### src/pmrs_pkg.sv
// Purpose: shared constants and types of the power mode and reset sequencer
// Assumes: one 100 MHz clock, asynchronous active-low reset
// Notes: counts of clock cycles derive from times printed in ns
package pmrs_pkg;
	localparam int CLK_PERIOD_NS = 10;           // 100 MHz
	localparam int CNT_W         = 25;           // delay counter width
	// power-up times in ns
	localparam int PWRUP0_NS = 140_000;
	localparam int PWRUP1_NS = 4_500_000;
	localparam int PWRUP2_NS = 18_000_000;
	localparam int PWRUP3_NS = 72_000_000;
	localparam int PWRUP4_NS = 288_000_000;
	// least times round up to whole cycles
	localparam int PWRUP0_CYC = (PWRUP0_NS + CLK_PERIOD_NS - 1) / CLK_PERIOD_NS;
	localparam int PWRUP1_CYC = (PWRUP1_NS + CLK_PERIOD_NS - 1) / CLK_PERIOD_NS;
	localparam int PWRUP2_CYC = (PWRUP2_NS + CLK_PERIOD_NS - 1) / CLK_PERIOD_NS;
	localparam int PWRUP3_CYC = (PWRUP3_NS + CLK_PERIOD_NS - 1) / CLK_PERIOD_NS;
	localparam int PWRUP4_CYC = (PWRUP4_NS + CLK_PERIOD_NS - 1) / CLK_PERIOD_NS;
	// oscillator cycle counts
	localparam logic [CNT_W-1:0] OST_SHORT  = 25'h0000001;
	localparam logic [CNT_W-1:0] OST_LONG   = 25'h0000010;
	localparam logic [CNT_W-1:0] STAB_XTAL  = 25'h0000200;
	localparam logic [CNT_W-1:0] STAB_RC    = 25'h0000010;
	localparam logic [2:0]       PWRUP_SEL0 = 3'h0;   // 140 us setting
	// operating-mode field codes
	localparam logic [1:0] OP_MODE_FIELD_HALT    = 2'h1;
	localparam logic [1:0] OP_MODE_FIELD_STANDBY = 2'h2;
	localparam logic [10:0] IRQ_VECTOR  = 11'h008;
	// reset values of the status flags and the clock select
	localparam logic TIMEOUT_RST   = 1'b1;
	localparam logic POWERDOWN_RST = 1'b1;
	localparam logic SEL_RST       = 1'b1;
	typedef enum logic [2:0] {
		ST_RESET   = 3'h0,
		ST_PWRUP   = 3'h1,
		ST_OST     = 3'h2,
		ST_RUN     = 3'h3,
		ST_STANDBY = 3'h4,
		ST_HALT    = 3'h5,
		ST_STAB    = 3'h6
	} pmrs_state_t;
	typedef enum logic [1:0] {
		MD_NORMAL  = 2'h0,
		MD_SLOW    = 2'h1,
		MD_STANDBY = 2'h2,
		MD_HALT    = 2'h3
	} pmrs_mode_t;
endpackage : pmrs_pkg

### src/pmrs_cnt_if.sv
// Purpose: link between the sequencer and its delay counter
// Assumes: both ends on the one clock
// Notes: load wins over tick
`timescale 1ns/100ps
interface pmrs_cnt_if;
	import pmrs_pkg::*;
	logic             load;     // start a new wait
	logic [CNT_W-1:0] value;    // ticks to wait
	logic             tick;     // one counted cycle
	logic             done;     // count has reached zero
	modport ctrl (output load, output value, output tick, input done);
	modport cnt  (input load, input value, input tick, output done);
endinterface : pmrs_cnt_if

### src/pmrs_top.sv
// Purpose: low-power mode entry, wake-up and reset sequencing
// Assumes: core strobes are one-cycle pulses on clock
// Notes: long waits are parameters so simulation can shorten them
`timescale 1ns/100ps
module pmrs_top
	import pmrs_pkg::*;
#(
	parameter logic [CNT_W-1:0] PWRUP0  = PWRUP0_CYC[CNT_W-1:0],
	parameter logic [CNT_W-1:0] PWRUP1  = PWRUP1_CYC[CNT_W-1:0],
	parameter logic [CNT_W-1:0] PWRUP2  = PWRUP2_CYC[CNT_W-1:0],
	parameter logic [CNT_W-1:0] PWRUP3  = PWRUP3_CYC[CNT_W-1:0],
	parameter logic [CNT_W-1:0] PWRUP4  = PWRUP4_CYC[CNT_W-1:0],
	parameter int               OSC_DIV = 1
) (
	input  wire logic       clock,
	input  wire logic       rstn,
	// reset events
	input  wire logic       por_detect,
	input  wire logic       low_voltage_reset,
	input  wire logic       reset_pin_n,
	input  wire logic       wdt_reset,
	// wake events
	input  wire logic       wdt_timeout,
	input  wire logic [3:0] timer_expire,
	input  wire logic       port_change,
	input  wire logic [1:0] external_irq_pins,
	input  wire logic       low_voltage_detect,
	input  wire logic       cmp_change,
	input  wire logic       adc_done,
	// core writes and instructions
	input  wire logic       osc_wr,
	input  wire logic [1:0] op_mode_field,
	input  wire logic       stop_fast_osc_wdata,
	input  wire logic       fast_clock_select_wdata,
	input  wire logic       halt_instruction,
	input  wire logic       watchdog_clear_instruction,
	input  wire logic       irq_enabled,
	input  wire logic [3:0] timer_run_enable,
	// configuration
	input  wire logic [2:0] cfg_pwrup_sel,
	input  wire logic       cfg_startup_fast,
	input  wire logic       fast_crystal_mode,
	input  wire logic       mid_crystal_mode,
	input  wire logic       slow_crystal_mode,
	// results
	output logic            core_reset,
	output logic            cpu_run,
	output pmrs_mode_t      sys_mode,
	output logic            fast_osc_en,
	output logic            slow_osc_en,
	output logic [3:0]      timer_run,
	output logic            periph_run,
	output logic            stop_fast_osc,
	output logic            fast_clock_select,
	output logic            timeout_flag,
	output logic            powerdown_flag,
	output logic            wdt_clear,
	output logic            wake_pulse,
	output logic            wake_to_vector,
	output logic [10:0]     wake_vector_addr
);
	// parameter check
	if (OSC_DIV < 1 || OSC_DIV > 255) begin : g_chk
		$error("OSC_DIV out of range");
	end

	pmrs_cnt_if cif ();           // delay counter link

	// pins from outside the clock domain
	logic       por_s;            // synchronised power-on
	logic       lvr_s;            // synchronised low voltage
	logic       rst_pin_n_s;      // synchronised reset pin
	logic [1:0] ext_s;            // synchronised external irqs

	pmrs_sync #(.W(5), .INIT(5'h1c)) u_sync (
		.clock (clock),
		.rstn  (rstn),
		.d     ({por_detect, low_voltage_reset, reset_pin_n, external_irq_pins}),
		.q     ({por_s, lvr_s, rst_pin_n_s, ext_s})
	);

	pmrs_delay u_delay (
		.clock (clock),
		.rstn  (rstn),
		.cif   (cif.cnt)
	);

	// oscillator cycle divider
	logic [7:0] div_cnt;          // divider count
	logic [7:0] next_div_cnt;
	logic       osc_tick;         // one system-oscillator cycle
	logic       next_osc_tick;

	// state
	pmrs_state_t state;           // sequencer state
	pmrs_state_t next_state;
	logic        irq_at_entry;    // interrupt enable at entry
	logic        next_irq_at_entry;
	logic        next_core_reset;
	logic        next_cpu_run;
	pmrs_mode_t  next_sys_mode;
	logic        next_fast_osc_en;
	logic        next_slow_osc_en;
	logic [3:0]  next_timer_run;
	logic        next_periph_run;
	logic        next_stop_fast_osc;
	logic        next_fast_clock_select;
	logic        next_timeout_flag;
	logic        next_powerdown_flag;
	logic        next_wdt_clear;
	logic        next_wake_pulse;
	logic        next_wake_to_vector;
	logic [10:0] next_wake_vector_addr;

	// decoded events
	logic reset_event;            // any reset cause present
	logic in_halt;                // halt or its wake wait
	logic enter_halt;             // halt request this cycle
	logic enter_standby;          // standby request this cycle
	logic wake_standby;           // any standby wake source
	logic wake_halt;              // any halt wake source
	logic any_xtal;               // a crystal mode configured
	logic [CNT_W-1:0] pwrup_cnt;  // selected power-up wait
	logic [CNT_W-1:0] ost_cnt;    // selected start-up wait

	// reset causes
	assign reset_event = por_s || lvr_s || !rst_pin_n_s || wdt_reset;
	assign in_halt     = (state == ST_HALT) || (state == ST_STAB);
	assign enter_halt  = halt_instruction || (osc_wr && op_mode_field == OP_MODE_FIELD_HALT);
	assign enter_standby = osc_wr && op_mode_field == OP_MODE_FIELD_STANDBY;
	// standby wakes on every listed event, a timer expiry only where its run enable is set
	assign wake_standby = |(timer_expire & timer_run_enable) || wdt_timeout
		|| port_change || |ext_s || low_voltage_detect || cmp_change || adc_done;
	// halt wakes on the short list only
	assign wake_halt = wdt_timeout || port_change || |ext_s;
	assign any_xtal  = fast_crystal_mode || mid_crystal_mode || slow_crystal_mode;

	// power-up and start-up wait selection
	always_comb begin
		unique case (cfg_pwrup_sel)
			3'h0: pwrup_cnt = PWRUP0;
			3'h1: pwrup_cnt = PWRUP1;
			3'h2: pwrup_cnt = PWRUP2;
			3'h3: pwrup_cnt = PWRUP3;
			default: pwrup_cnt = PWRUP4;
		endcase
		ost_cnt = (cfg_pwrup_sel == PWRUP_SEL0) ? OST_SHORT : OST_LONG;
	end

	// divider next values
	always_comb begin
		next_div_cnt  = div_cnt + 8'h01;
		next_osc_tick = 1'b0;
		if (div_cnt >= 8'(OSC_DIV - 1)) begin
			next_div_cnt  = 8'h00;
			next_osc_tick = 1'b1;
		end
	end

	// divider registers
	always_ff @(posedge clock or negedge rstn) begin
		if (!rstn) begin
			div_cnt  <= 8'h00;
			osc_tick <= 1'b0;
		end else begin
			div_cnt  <= next_div_cnt;
			osc_tick <= next_osc_tick;
		end
	end

	// sequencer next values
	always_comb begin
		next_state             = state;
		next_irq_at_entry      = irq_at_entry;
		next_stop_fast_osc     = stop_fast_osc;
		next_fast_clock_select = fast_clock_select;
		next_timeout_flag      = timeout_flag;
		next_powerdown_flag    = powerdown_flag;
		next_wdt_clear         = 1'b0;
		next_wake_pulse        = 1'b0;
		next_wake_to_vector    = 1'b0;
		next_wake_vector_addr  = wake_vector_addr;
		cif.load               = 1'b0;
		cif.value              = pwrup_cnt;
		cif.tick               = 1'b0;

		if (reset_event) begin
			// flags from the reset cause, por and lvr first
			if (por_s || lvr_s) begin
				next_timeout_flag   = 1'b1;
				next_powerdown_flag = 1'b1;
			end else if (state != ST_RESET) begin
				if (!rst_pin_n_s) begin
					// pin from normal run leaves both flags alone
					if (in_halt) begin
						next_timeout_flag   = 1'b1;
						next_powerdown_flag = 1'b1;
					end
				end else begin
					next_timeout_flag   = 1'b0;
					next_powerdown_flag = !in_halt;
				end
			end
			// defined registers back to reset values
			next_stop_fast_osc = 1'b0;
			next_irq_at_entry  = 1'b0;
			next_state         = ST_RESET;
		end else begin
			unique case (state)
				ST_RESET: begin
					// event released: start power-up wait
					cif.load   = 1'b1;
					cif.value  = pwrup_cnt;
					next_state = ST_PWRUP;
				end
				ST_PWRUP: begin
					cif.tick = 1'b1;
					if (cif.done) begin
						cif.load   = 1'b1;
						cif.value  = ost_cnt;
						next_state = ST_OST;
					end
				end
				ST_OST: begin
					cif.tick = osc_tick;
					if (cif.done) begin
						next_fast_clock_select = cfg_startup_fast;
						next_state             = ST_RUN;
					end
				end
				ST_RUN: begin
					if (osc_wr) begin
						// one write may also enter halt
						next_stop_fast_osc     = stop_fast_osc_wdata;
						next_fast_clock_select = fast_clock_select_wdata;
					end
					if (watchdog_clear_instruction) begin
						next_timeout_flag   = 1'b1;
						next_powerdown_flag = 1'b1;
						next_wdt_clear      = 1'b1;
					end
					if (enter_halt) begin
						next_timeout_flag   = 1'b1;
						next_powerdown_flag = 1'b0;
						next_wdt_clear      = 1'b1;
						next_irq_at_entry   = irq_enabled;
						next_state          = ST_HALT;
					end else if (enter_standby) begin
						next_irq_at_entry = irq_enabled;
						next_state        = ST_STANDBY;
					end
				end
				ST_STANDBY: begin
					if (wake_standby) begin
						// an oscillator kept running, no wait
						next_wake_pulse       = 1'b1;
						next_wake_to_vector   = irq_at_entry;
						next_wake_vector_addr = IRQ_VECTOR;
						next_state            = ST_RUN;
					end
				end
				ST_HALT: begin
					if (wake_halt) begin
						cif.load   = 1'b1;
						cif.value  = any_xtal ? STAB_XTAL : STAB_RC;
						next_state = ST_STAB;
					end
				end
				ST_STAB: begin
					// oscillators restarted, count their cycles
					cif.tick = osc_tick;
					if (cif.done) begin
						next_wake_pulse       = 1'b1;
						next_wake_to_vector   = irq_at_entry;
						next_wake_vector_addr = IRQ_VECTOR;
						next_state            = ST_RUN;
					end
				end
				default: begin
					next_state = ST_RESET;
				end
			endcase
		end
	end

	// output decode from the coming state
	always_comb begin
		next_core_reset  = 1'b0;
		next_cpu_run     = 1'b0;
		next_fast_osc_en = 1'b1;
		next_slow_osc_en = 1'b1;
		next_timer_run   = timer_run_enable;
		next_periph_run  = 1'b1;
		next_sys_mode    = next_fast_clock_select ? MD_NORMAL : MD_SLOW;
		unique case (next_state)
			ST_RESET, ST_PWRUP, ST_OST: begin
				// held in reset until start-up completes
				next_core_reset = 1'b1;
				next_timer_run  = 4'h0;
				next_periph_run = 1'b0;
				next_sys_mode   = cfg_startup_fast ? MD_NORMAL : MD_SLOW;
			end
			ST_RUN: begin
				next_cpu_run     = 1'b1;
				next_fast_osc_en = !next_stop_fast_osc;
			end
			ST_STANDBY: begin
				// cpu stops, slow osc runs, timers by enable
				next_fast_osc_en = !next_stop_fast_osc;
				next_sys_mode    = MD_STANDBY;
			end
			ST_HALT: begin
				// everything stops
				next_fast_osc_en = 1'b0;
				next_slow_osc_en = 1'b0;
				next_timer_run   = 4'h0;
				next_periph_run  = 1'b0;
				next_sys_mode    = MD_HALT;
			end
			ST_STAB: begin
				// oscillators restart, rest still asleep
				next_fast_osc_en = !next_stop_fast_osc || next_fast_clock_select;
				next_timer_run   = 4'h0;
				next_periph_run  = 1'b0;
				next_sys_mode    = MD_HALT;
			end
			default: begin
				next_core_reset = 1'b1;
			end
		endcase
	end

	// sequencer registers
	always_ff @(posedge clock or negedge rstn) begin
		if (!rstn) begin
			state             <= ST_RESET;
			irq_at_entry      <= 1'b0;
			core_reset        <= 1'b1;
			cpu_run           <= 1'b0;
			sys_mode          <= MD_NORMAL;
			fast_osc_en       <= 1'b1;
			slow_osc_en       <= 1'b1;
			timer_run         <= 4'h0;
			periph_run        <= 1'b0;
			stop_fast_osc     <= 1'b0;
			fast_clock_select <= SEL_RST;
			timeout_flag      <= TIMEOUT_RST;
			powerdown_flag    <= POWERDOWN_RST;
			wdt_clear         <= 1'b0;
			wake_pulse        <= 1'b0;
			wake_to_vector    <= 1'b0;
			wake_vector_addr  <= 11'h000;
		end else begin
			state             <= next_state;
			irq_at_entry      <= next_irq_at_entry;
			core_reset        <= next_core_reset;
			cpu_run           <= next_cpu_run;
			sys_mode          <= next_sys_mode;
			fast_osc_en       <= next_fast_osc_en;
			slow_osc_en       <= next_slow_osc_en;
			timer_run         <= next_timer_run;
			periph_run        <= next_periph_run;
			stop_fast_osc     <= next_stop_fast_osc;
			fast_clock_select <= next_fast_clock_select;
			timeout_flag      <= next_timeout_flag;
			powerdown_flag    <= next_powerdown_flag;
			wdt_clear         <= next_wdt_clear;
			wake_pulse        <= next_wake_pulse;
			wake_to_vector    <= next_wake_to_vector;
			wake_vector_addr  <= next_wake_vector_addr;
		end
	end
endmodule : pmrs_top

### src/pmrs_sync.sv
// Purpose: three-stage synchroniser with agreement filter
// Assumes: inputs from outside the clock domain
// Notes: output moves once stages two and three agree
`timescale 1ns/100ps
module pmrs_sync #(
	parameter int       W   = 1,
	parameter logic [W-1:0] INIT = '0
) (
	input  wire logic         clock,
	input  wire logic         rstn,
	input  wire logic [W-1:0] d,
	output logic      [W-1:0] q
);
	logic [W-1:0] s1, s2, s3;   // stage flops
	// one synchroniser per bit
	for (genvar i = 0; i < W; i++) begin : g_bit
		always_ff @(posedge clock or negedge rstn) begin
			if (!rstn) begin
				s1[i] <= INIT[i];
				s2[i] <= INIT[i];
				s3[i] <= INIT[i];
				q[i]  <= INIT[i];
			end else begin
				s1[i] <= d[i];
				s2[i] <= s1[i];
				s3[i] <= s2[i];
				if (s2[i] == s3[i]) begin
					q[i] <= s3[i];
				end
			end
		end
	end
endmodule : pmrs_sync

### src/pmrs_delay.sv
// Purpose: down counter for power-up, start-up and wake waits
// Assumes: load and tick from the sequencer
// Notes: done is high while the count is zero
`timescale 1ns/100ps
module pmrs_delay
	import pmrs_pkg::*;
(
	input  wire logic clock,
	input  wire logic rstn,
	pmrs_cnt_if.cnt   cif
);
	logic [CNT_W-1:0] count;       // remaining ticks
	logic [CNT_W-1:0] next_count;
	// next count
	always_comb begin
		next_count = count;
		if (cif.load) begin
			next_count = cif.value;
		end else if (cif.tick && count != '0) begin
			next_count = count - 1'b1;
		end
	end
	// register
	always_ff @(posedge clock or negedge rstn) begin
		if (!rstn) begin
			count <= '0;
		end else begin
			count <= next_count;
		end
	end
	assign cif.done = (count == '0);
endmodule : pmrs_delay

### config.mk
export PLATFORM = sky130hd
export DESIGN_NAME = pmrs_top
export DESIGN_NICKNAME = d
export VERILOG_FILES = /design/src/pmrs_pkg.sv /design/src/pmrs_cnt_if.sv /design/src/pmrs_top.sv /design/src/pmrs_sync.sv /design/src/pmrs_delay.sv
export SDC_FILE = /design/constraint.sdc
export NUM_CORES = 1
export LEC_CHECK = 0
export BUFFER_PORTS_ARGS = -buffer_cell sky130_fd_sc_hd__buf_2
export CAP_MARGIN = 0
export CORE_MARGIN = 1.5
export CORE_UTILIZATION = 44
export DETAILED_ROUTE_END_ITERATION = 10
export MAX_ROUTING_LAYER = met4
export PLACE_DENSITY = 0.72
export SYNTH_ARGS = -nofsm -noshare
export SYNTH_HDL_FRONTEND = slang
export SYNTH_HIERARCHICAL = 1
export SYNTH_SLANG_ARGS = --single-unit
### constraint.sdc
create_clock -name clock -period 5.8 [get_ports clock]
set_input_delay 0.58 -clock clock [delete_from_list [all_inputs] [get_ports clock]]
set_output_delay 0.58 -clock clock [all_outputs]
set_load 0.02 [all_outputs]
Word level (Yosys, flattened, before mapping):

Cells that the tools add are included.

* word-level logic and storage cells: 188
* output and inout port bits: 29
* input port bits: 36
* register bits: 87

* bitwise operators: 2
* equality and inequality tests: 26
* mux-type cells: 73
* $add $sub $neg: 2
* magnitude comparators: 1
* reduce and logical (&&, ||, !) cells: 44

Operators by type and width (count)
* $mux 25: 5
* $pmux 25 s4: 1
* $pmux 25 s2: 1
* $mux 1: 44
* $logic_not 25->1: 1
* $reduce_bool 25->1: 1
* $sub 25x1->25 const B: 1
* $mux 11: 2
* $pmux 11 s2: 1
* $mux 3: 7
* $eq 3x2->1 const B: 6
* $eq 3x3->1 const B: 6
* $pmux 3 s6: 1
* $logic_or 1x1->1: 16
* $mux 10: 1
* $eq 3x1->1 const B: 3
* $logic_not 3->1: 3
* $reduce_bool 3->1: 3
* $add 8x1->8 const B: 1
* $ge 8x1->1 const B: 1
* $mux 8: 1
* $pmux 1 s2: 4
* $reduce_and 4->1: 2
* $reduce_or 2->1: 4
* other kinds (19): 32

Logic depth before layout (Yosys ltp):

Gate-level depths: netlist of run 1.

* depth after elaboration: 14
* depth in mapped cells: 13

Modules after synthesis:

The synthesis of run 1 kept the hierarchy.

By module, submodules not included
* pmrs_top: cells each 194, area each 1677.9 um2, instances 1
* pmrs_delay: cells each 162, area each 1555.2 um2, instances 1
* pmrs_sync: cells each 25, area each 571.8 um2, instances 1

Worst setup path before layout of run 1:

Ideal clock, no wire load.

* path kind: register to register
* start: reg u_delay.count[5]
* end: reg u_delay.count[2]
* required time: 5.664 ns
* clock period less this slack: 3.261 ns
* path slack: 2.539 ns
* data arrival time: 3.125 ns
* cell stages (with the launch flop): 13
* library setup time: 0.136 ns
* path through: dfrtp_1 -> nor3_1 -> and3_1 -> buf_2 -> and4_1 -> clkbuf_1 -> nor2_1 -> a2111oi_2 -> inv_2 -> o41ai_1 -> clkbuf_1 -> clkbuf_1 -> o21ai_0

* cells in the longest elaborated chain, start to end: 5

Ends and longest elaborated chain
* start: declaration: RTL line pmrs_delay.sv:12 `logic [CNT_W-1:0] count;`
* start signal: assignment: RTL line pmrs_delay.sv:28 `count <= next_count;`
* $logic_not 25->1 (*): RTL line pmrs_delay.sv:31 `assign cif.done = (count == '0);`
* net cif.done: RTL line pmrs_cnt_if.sv:10 `logic done;`
* $mux 1 (*): RTL line pmrs_top.sv:218 `if (cif.done) begin`
* $pmux 1 s3 (*): RTL line pmrs_top.sv:209 `unique case (state)`
* $mux 1 (*): RTL line pmrs_top.sv:187 `if (reset_event) begin`
* net cif.load: RTL line pmrs_cnt_if.sv:7 `logic load;`
* $mux 25 or $reduce_bool 2->1 (tied branches)

Mark *: on every way through the listed nets, which the timed path passes. The rest lies on a longest branch.
A chain may end at the register's enable or synchronous reset.

Final worst setup path of run 1:

* start: reg u_delay.count[5]
* end: reg u_delay.count[6]

The elaborated chain is that of the path after synthesis.

==> results.py, run 1 <==
metrics = {
    "timing": {
        "worst_clock_skew_ps": 10.6,
        "hold_viol_final": 0,
        "slew_headroom_pct": 29.1,
        "fin_setup_tns_ps": 0,
        "tightest_slew_ps": 1060,
        "hold-worst-slack_ps": 323,
        "period_minus_slack_ps": 4190,
        "finalSetupViolations": 0,
        "rsz0062_at_grt": "no",
        "slew_viol_final": 0,
        "clock.fmax_mhz": 239,
        "post-route-period-util_pct": 72.2,
    },
    "finish": {
        "finish.utilization_pct": 51.8,
        "post_route_cells_drive_above_1_share_pct": 27.7,
        "finalInstanceArea_mm2": 0.00430,
        "n_antenna_cell": 0,
        "fin_nets": 466,
        "syn2layout_area_growth_pct": 13.0,
    },
    "flow_run": {
        "maxCapViolCount": 0,
    },
    "clock_network": {
        "post_cts_buffers": 0,
        "cts_tree": "done",
        "worstSkewPairLatency_ps": 350,
        "post_cts_resized": 0,
        "cts.path.max_buffers": 2,
        "clock-root-buffer": "clkbuf_8",
        "clock-sinks": 69,
        "cts.clk_slew.worst_paths_ps": 80,
        "ctsHoldBuffers": 0,
        "cts-htree-levels": 3,
        "cts_buffers": 9,
    },
    "routing": {
        "viasPerCell": 5.74,
        "drt_first_pass_iters": 5,
        "postRouteAntennaNets": 0,
        "drc": 0,
        "wl_per_cell_um": 15.4,
        "wirelength_mm": 8.29,
        "num_vias": 3086,
        "drt-initial-drc-count": 303,
    },
    "die": {
        "coreArea_mm2": 0.00830,
        "pin_count": 65,
        "fp.dieH_um": 96.0,
        "initial_core_util_pct": 45.8,
        "dieWidth_um": 96.0,
        "die_area_mm2": 0.00921,
        "fp-row-count": 33,
    },
    "setup_path": {
        "crit_type": "flop to flop",
        "critPathMaxFanout": 14,
        "endpoint_kind": "flop",
        "cp.required_ps": 6030,
        "crit_arrival_ps": 4410,
        "startpoint_type": "flop",
    },
    "logic_synthesis": {
        "async_reset_ff_share_pct": 100,
        "synth-xor-area-share_pct": 4.83,
        "synth_warnings": 6,
        "ys_seq_area_share_pct": 46.0,
        "dominantRegCellSynth": "dfrtp_1",
        "yosysUniqueCellTypes": 77,
        "synth_top_family_by_area": "simple AND/OR/NAND/NOR gates",
        "post_synth_and_or_nand_nor_area_fraction_pct": 21.5,
        "syn-instance-count": 381,
        "syn-mean-instance-area_um2": 9.99,
        "synthMuxAreaShare_pct": 4.24,
        "synth_compound_area_share_pct": 15.9,
        "synth_edf_count": 0,
        "netlist_area_mm2": 0.00380,
        "synthAdderAreaFrac_pct": 2.14,
        "synth-seq-cells": 69,
    },
    "run_status": {
        "status": "complete, no violations",
    },
    "grt": {
        "grt_max_degree": 70,
        "grt_pass1_vias": 2914,
        "grtUsageTotal_pct": 20.0,
        "grt_remaining_overflow": 0,
        "grt_antenna_before_repair": 0,
        "grt_pass1_wl_mm": 13.8,
    },
    "power": {
        "power.density_mw_per_mm2": 285,
        "p_leak_uw": 0.00178,
        "total_power_uw": 1220,
        "ir_worst_vdd_mv": 0.112,
    },
    "placement": {
        "io_buffers": 54,
        "dp_hpwl_mm": 5.84,
        "place.gp.congestion": 0.905,
        "place_area_mm2": 0.00411,
    },
    "min_path": {
        "min_path_type": "input pin to flop",
    },
}
state kept, by name, indices dropped and copies added (netlist names), 2 cells and up:
name / cells
u_delay/count: 25
sys_mode: 2
u_sync/s3: 5
state: 3
timer_run: 4
u_sync/s1: 5
u_sync/q: 5
u_sync/s2: 5
Yosys cell counts, drive strengths merged, types with 4 or more instances:
master / count / share of area (%)
dfrtp: 51 / 34
o31ai: 4 / 0.79
nand4: 10 / 1.8
nor3b: 6 / 1.2
buf: 18 / 3.0
dfstp: 18 / 12
nor2: 38 / 3.7
and2: 4 / 0.66
a211oi: 4 / 0.79
or4: 5 / 1.1
mux2: 9 / 2.7
nand2b: 7 / 1.2
inv: 9 / 0.89
clkbuf: 14 / 1.4
nor3: 12 / 1.7
o211ai: 9 / 1.8
nand2: 22 / 2.2
xor2: 10 / 2.3
a31oi: 4 / 0.66
and4: 4 / 0.92
mux2i: 6 / 1.6
maj3: 5 / 1.5
nor4: 7 / 2.0
a21oi: 16 / 2.1
and3: 4 / 0.66
xnor2: 11 / 2.5
o21ai: 17 / 2.3
layer usage:
metal  part of all wire [%]  up-vias  global-route usage [%]
met5                      0        -                       -
met4                    1.8        0                    8.21
met1                     44     1488                    25.4
met2                     48      107                    31.5
met3                    5.6       16                    3.48
li1                       -     1475                       -
kinds of logic after synthesis:
family | Yosys count
flip-flops | 69
AO/OA/AOI/OAI | 86
other | 2
adder cells (fa/ha/maj) | 7
AND/OR/NAND/NOR | 140
XOR/XNOR | 21
buffers and inverters | 41
multiplexers | 15
placed cells by master (no fill, tap or decap), types with 10 or more instances in the layout:
| cell | synthesis | routed |
|---|---|---|
| a21oi_1 | 16 | 16 |
| buf_2 | 6 | 54 |
| conb_1 | 2 | 14 |
| dfrtp_1 | 51 | 51 |
| dfstp_2 | 18 | 18 |
| nand2_1 | 22 | 22 |
| nor2_1 | 38 | 38 |
| nor3_1 | 11 | 11 |
| o21ai_1 | 12 | 12 |
| xnor2_1 | 11 | 11 |
| xor2_1 | 10 | 10 |
per-stage QoR:
| step | cells | worst slack [ps] |
|---|---|---|
| 3_3_place_gp | 522 | 1820 |
| 2_1_floorplan | 393 | 2540 |
| 3_5_place_dp | 522 | 1610 |
| 4_1_cts | 538 | 1620 |
| 6_report | 538 | 1610 |
| 5_1_grt | 538 | 1170 |
area by class of cell:
cell class	count	area, um^2
Multi-Input combinational cell	283	1910
Clock buffer	10	149
Tap cell	105	131
Inverter	9	33.8
Clock inverter	6	40.0
Fill cell	744	4000
Sequential cell	69	1750
Timing Repair Buffer	56	285
worst max-delay path, stage by stage, from the launching register on:
cell and delay [ps]:
dfrtp_1 450, nor3_1 490, and3_1 560, and4_1 480, nor2_1 120, a2111oi_2 930, inv_2 160, o41ai_2 110
inv_1 310, o211a_1 220, a221o_1 250
power by group:
part / switching (uW) / internal [uW]
registers: 73.6 / 547
clock network: 194 / 183
logic: 121 / 105
final timing paths:
path                       cells after the start  slack [ps]                          from                         endpoint
setup / recovery                              10        1610  u_delay/count[5]$_DFFE_PN0P_     u_delay/count[6]$_DFFE_PN0P_
hold / removal                                 1         320             low_voltage_reset           u_sync/s1[3]$_DFF_PN1_
setup reg to reg                              10        1610  u_delay/count[5]$_DFFE_PN0P_     u_delay/count[6]$_DFFE_PN0P_
hold reg to reg                                0         350        u_sync/s1[0]$_DFF_PN0_           u_sync/s2[0]$_DFF_PN0_
max in group asynchronous                      2        4830                          rstn  wake_vector_addr[3]$_DFFE_PN0P_
min in group asynchronous                      2         430                          rstn     u_delay/count[8]$_DFFE_PN0P_
Note: power is estimated with default switching activity, not from simulation.
==> run 2, diff against run 1 <==
- clock period: 5.8 -> 4.2 ns (I/O delays scaled with it)
==> run 2 against run 1 <==
Via count rose by 0.55%. Utilization rose by 0.66 points. First-iteration DRC count fell by 50%. Power rose by 40%. Maximum frequency rose by 21%. Worst setup slack got worse by 860 ps. Critical path type unchanged. Clock skew barely moved. Register-to-register slack got worse by 860 ps.
==> results.py, run 2 (synthesis gave the netlist of run 1 again) <==
metrics = {
    "timing": {
        "clock.fmax_mhz": 290,
        "finalSetupViolations": 0,
        "rsz0062_at_grt": "no",
        "tightest_slew_ps": 913,
        "fin_setup_tns_ps": 0,
        "post-route-period-util_pct": 82.2,
        "hold_viol_final": 0,
        "hold-worst-slack_ps": 170,
        "slew_headroom_pct": 39.1,
        "worst_clock_skew_ps": 10.3,
        "period_minus_slack_ps": 3450,
        "fin_ws_ps": 748,
        "slew_viol_final": 0,
    },
    "setup_path": {
        "worstSetupEndpoint": "u_delay/count[6]$_DFFE_PN0P_",
        "cp.depth": 12,
        "crit_arrival_ps": 3680,
        "timing.rr.start": "u_delay/count[5]$_DFFE_PN0P_",
        "worst_path_max_delay_cell": "nor3_1",
        "cp_slowest_stage_delay_ps": 480,
        "worst-path-buf-inv": 4,
        "crit_path_start": "u_delay/count[5]$_DFFE_PN0P_",
        "critPathMaxFanout": 30,
        "crit_type": "flop to flop",
        "endpoint_kind": "flop",
        "cpMostUsedCell": "buf_4",
        "r2r_end": "u_delay/count[6]$_DFFE_PN0P_",
        "ff2ff_setup_slack_ps": 750,
        "cp.required_ps": 4430,
        "reg2reg_depth": 12,
        "critPathTopFamily": "simple AND/OR/NAND/NOR gates",
        "crit_chain": "nor3_1 -> and3_1 -> buf_4 -> and4_1 -> nor2_1 -> a2111oi_2 -> buf_4 -> inv_2 -> o41ai_2 -> buf_4 -> nor2_1 -> a221o_1",
        "startpoint_type": "flop",
    },
    "placement": {
        "dp_slack_ps": 797,
        "io_buffers": 54,
        "dp_cells": 527,
        "place.gp.congestion": 0.869,
        "dp_hpwl_mm": 6.08,
    },
    "routing": {
        "num_vias": 3103,
        "met1Wirelength_mm": 3.72,
        "dr.max_layer_used": "met4",
        "wirelength_mm": 8.52,
        "route.met2.wl_mm": 4.08,
        "viasPerCell": 5.71,
        "postRouteAntennaNets": 0,
        "met3WireLength_um": 531,
        "drc": 0,
        "drt_first_pass_iters": 5,
        "wl_per_cell_um": 15.7,
        "drt-initial-drc-count": 151,
    },
    "flow_run": {
        "maxCapViolCount": 0,
    },
    "power": {
        "ir_worst_vdd_mv": 0.167,
        "power.density_mw_per_mm2": 395,
        "swShare_pct": 30.9,
        "p_int_uw": 1190,
        "p_leak_uw": 0.00180,
        "seqPwrFrac_pct": 50.0,
        "p_sw_uw": 531,
        "clock_power_share_pct": 31.7,
        "comb_power_share_pct": 18.3,
    },
    "die": {
        "coreArea_mm2": 0.00830,
        "initial_core_util_pct": 45.8,
        "dieWidth_um": 96.0,
        "pin_count": 65,
        "die_area_mm2": 0.00921,
        "fp-row-count": 33,
        "fp.dieH_um": 96.0,
    },
    "clock_network": {
        "post_cts_resized": 0,
        "cts_tree": "done",
        "worstSkewPairLatency_ps": 350,
        "cts.clk_slew.worst_paths_ps": 70,
        "post_cts_buffers": 0,
        "cts.path.max_buffers": 2,
        "ctsHoldBuffers": 0,
        "clock-root-buffer": "clkbuf_8",
        "clock-sinks": 69,
        "cts-htree-levels": 3,
        "cts_buffers": 9,
    },
    "finish": {
        "post_route_cells_drive_above_1_share_pct": 28.3,
        "syn2layout_area_growth_pct": 14.4,
        "largest_reg_flops": 25,
        "fin_nets": 471,
        "layout_common_cells": "buf_2 (54), dfrtp_1 (51), nor2_1 (38), nand2_1 (22), dfstp_2 (18)",
        "fill_cells": 762,
        "n_antenna_cell": 0,
        "final_common_cell": "buf_2",
        "instances_no_fill": 543,
        "largest-register": "u_delay/count",
    },
    "grt": {
        "grt_pass1_wl_mm": 13.8,
        "grtUsageTotal_pct": 20.4,
        "grt_pass1_vias": 2977,
        "grt_max_degree": 43,
        "grt_antenna_before_repair": 0,
        "grt_remaining_overflow": 0,
    },
    "run_status": {
        "status": "complete, no violations",
    },
    "min_path": {
        "min_path_type": "input pin to flop",
    },
}
==> run 2: worst min-delay path by stage <==
stage	start	to	slack (ps)	cells past startpoint
2_1_floorplan	rstn	cpu_run$_DFF_PN0_	120	0
3_3_place_gp	u_sync/s1[1]$_DFF_PN0_	u_sync/s2[1]$_DFF_PN0_	340	0
3_5_place_dp	u_sync/s1[0]$_DFF_PN0_	u_sync/s2[0]$_DFF_PN0_	350	0
4_1_cts	reset_pin_n	u_sync/s1[2]$_DFF_PN1_	150	1
5_1_grt	low_voltage_reset	u_sync/s1[3]$_DFF_PN1_	140	1
6_report	reset_pin_n	u_sync/s1[2]$_DFF_PN1_	170	1
==> run 2: final cells by class <==
type | count | area, um^2 | area share, %
clock buffer | 12 | 178 | 4.08
clock inverter | 4 | 28.8 | 0.661
inverter | 9 | 33.8 | 0.776
multi-input combinational | 283 | 1910 | 43.9
sequential | 69 | 1750 | 40.2
tap | 105 | 131 | 3.02
timing repair buffer | 61 | 323 | 7.42
==> run 2: per-stage QoR <==
stage | utilization (%) | instance area (um^2) | power (uW)
2_1_floorplan | - | 3850 | 1080
3_3_place_gp | 50.0 | 4150 | 1160
3_5_place_dp | 50.0 | 4150 | 1180
4_1_cts | 52.4 | 4350 | 1730
5_1_grt | 52.4 | 4350 | 1820
6_report | 52.4 | 4350 | 1720
==> run 2: routing by layer <==
| layer | track usage, % | up-vias |
|---|---|---|
| met4 | 9.19 | 0 |
| met3 | 4.42 | 19 |
| li1 | - | 1476 |
| met1 | 24.8 | 1493 |
| met5 | - | - |
| met2 | 32.5 | 115 |
==> run 2: worst register-to-register path, stage by stage, from the launching register on <==
cell	delay (ps)
dfrtp_1	440
nor3_1	480
and3_1	240
buf_4	180
and4_1	430
nor2_1	120
a2111oi_2	290
buf_4	240
inv_2	80
o41ai_2	70
buf_4	360
nor2_1	80
a221o_1	330
==> run 2: power by group through the flow <==
stage	Clock [uW]	Combinational, uW	Sequential, uW
final	546	315	859
after global routing	593	353	875
after CTS	562	314	858
after detailed placement	0	311	869
after global placement	0	298	861
after floorplan	0	236	845
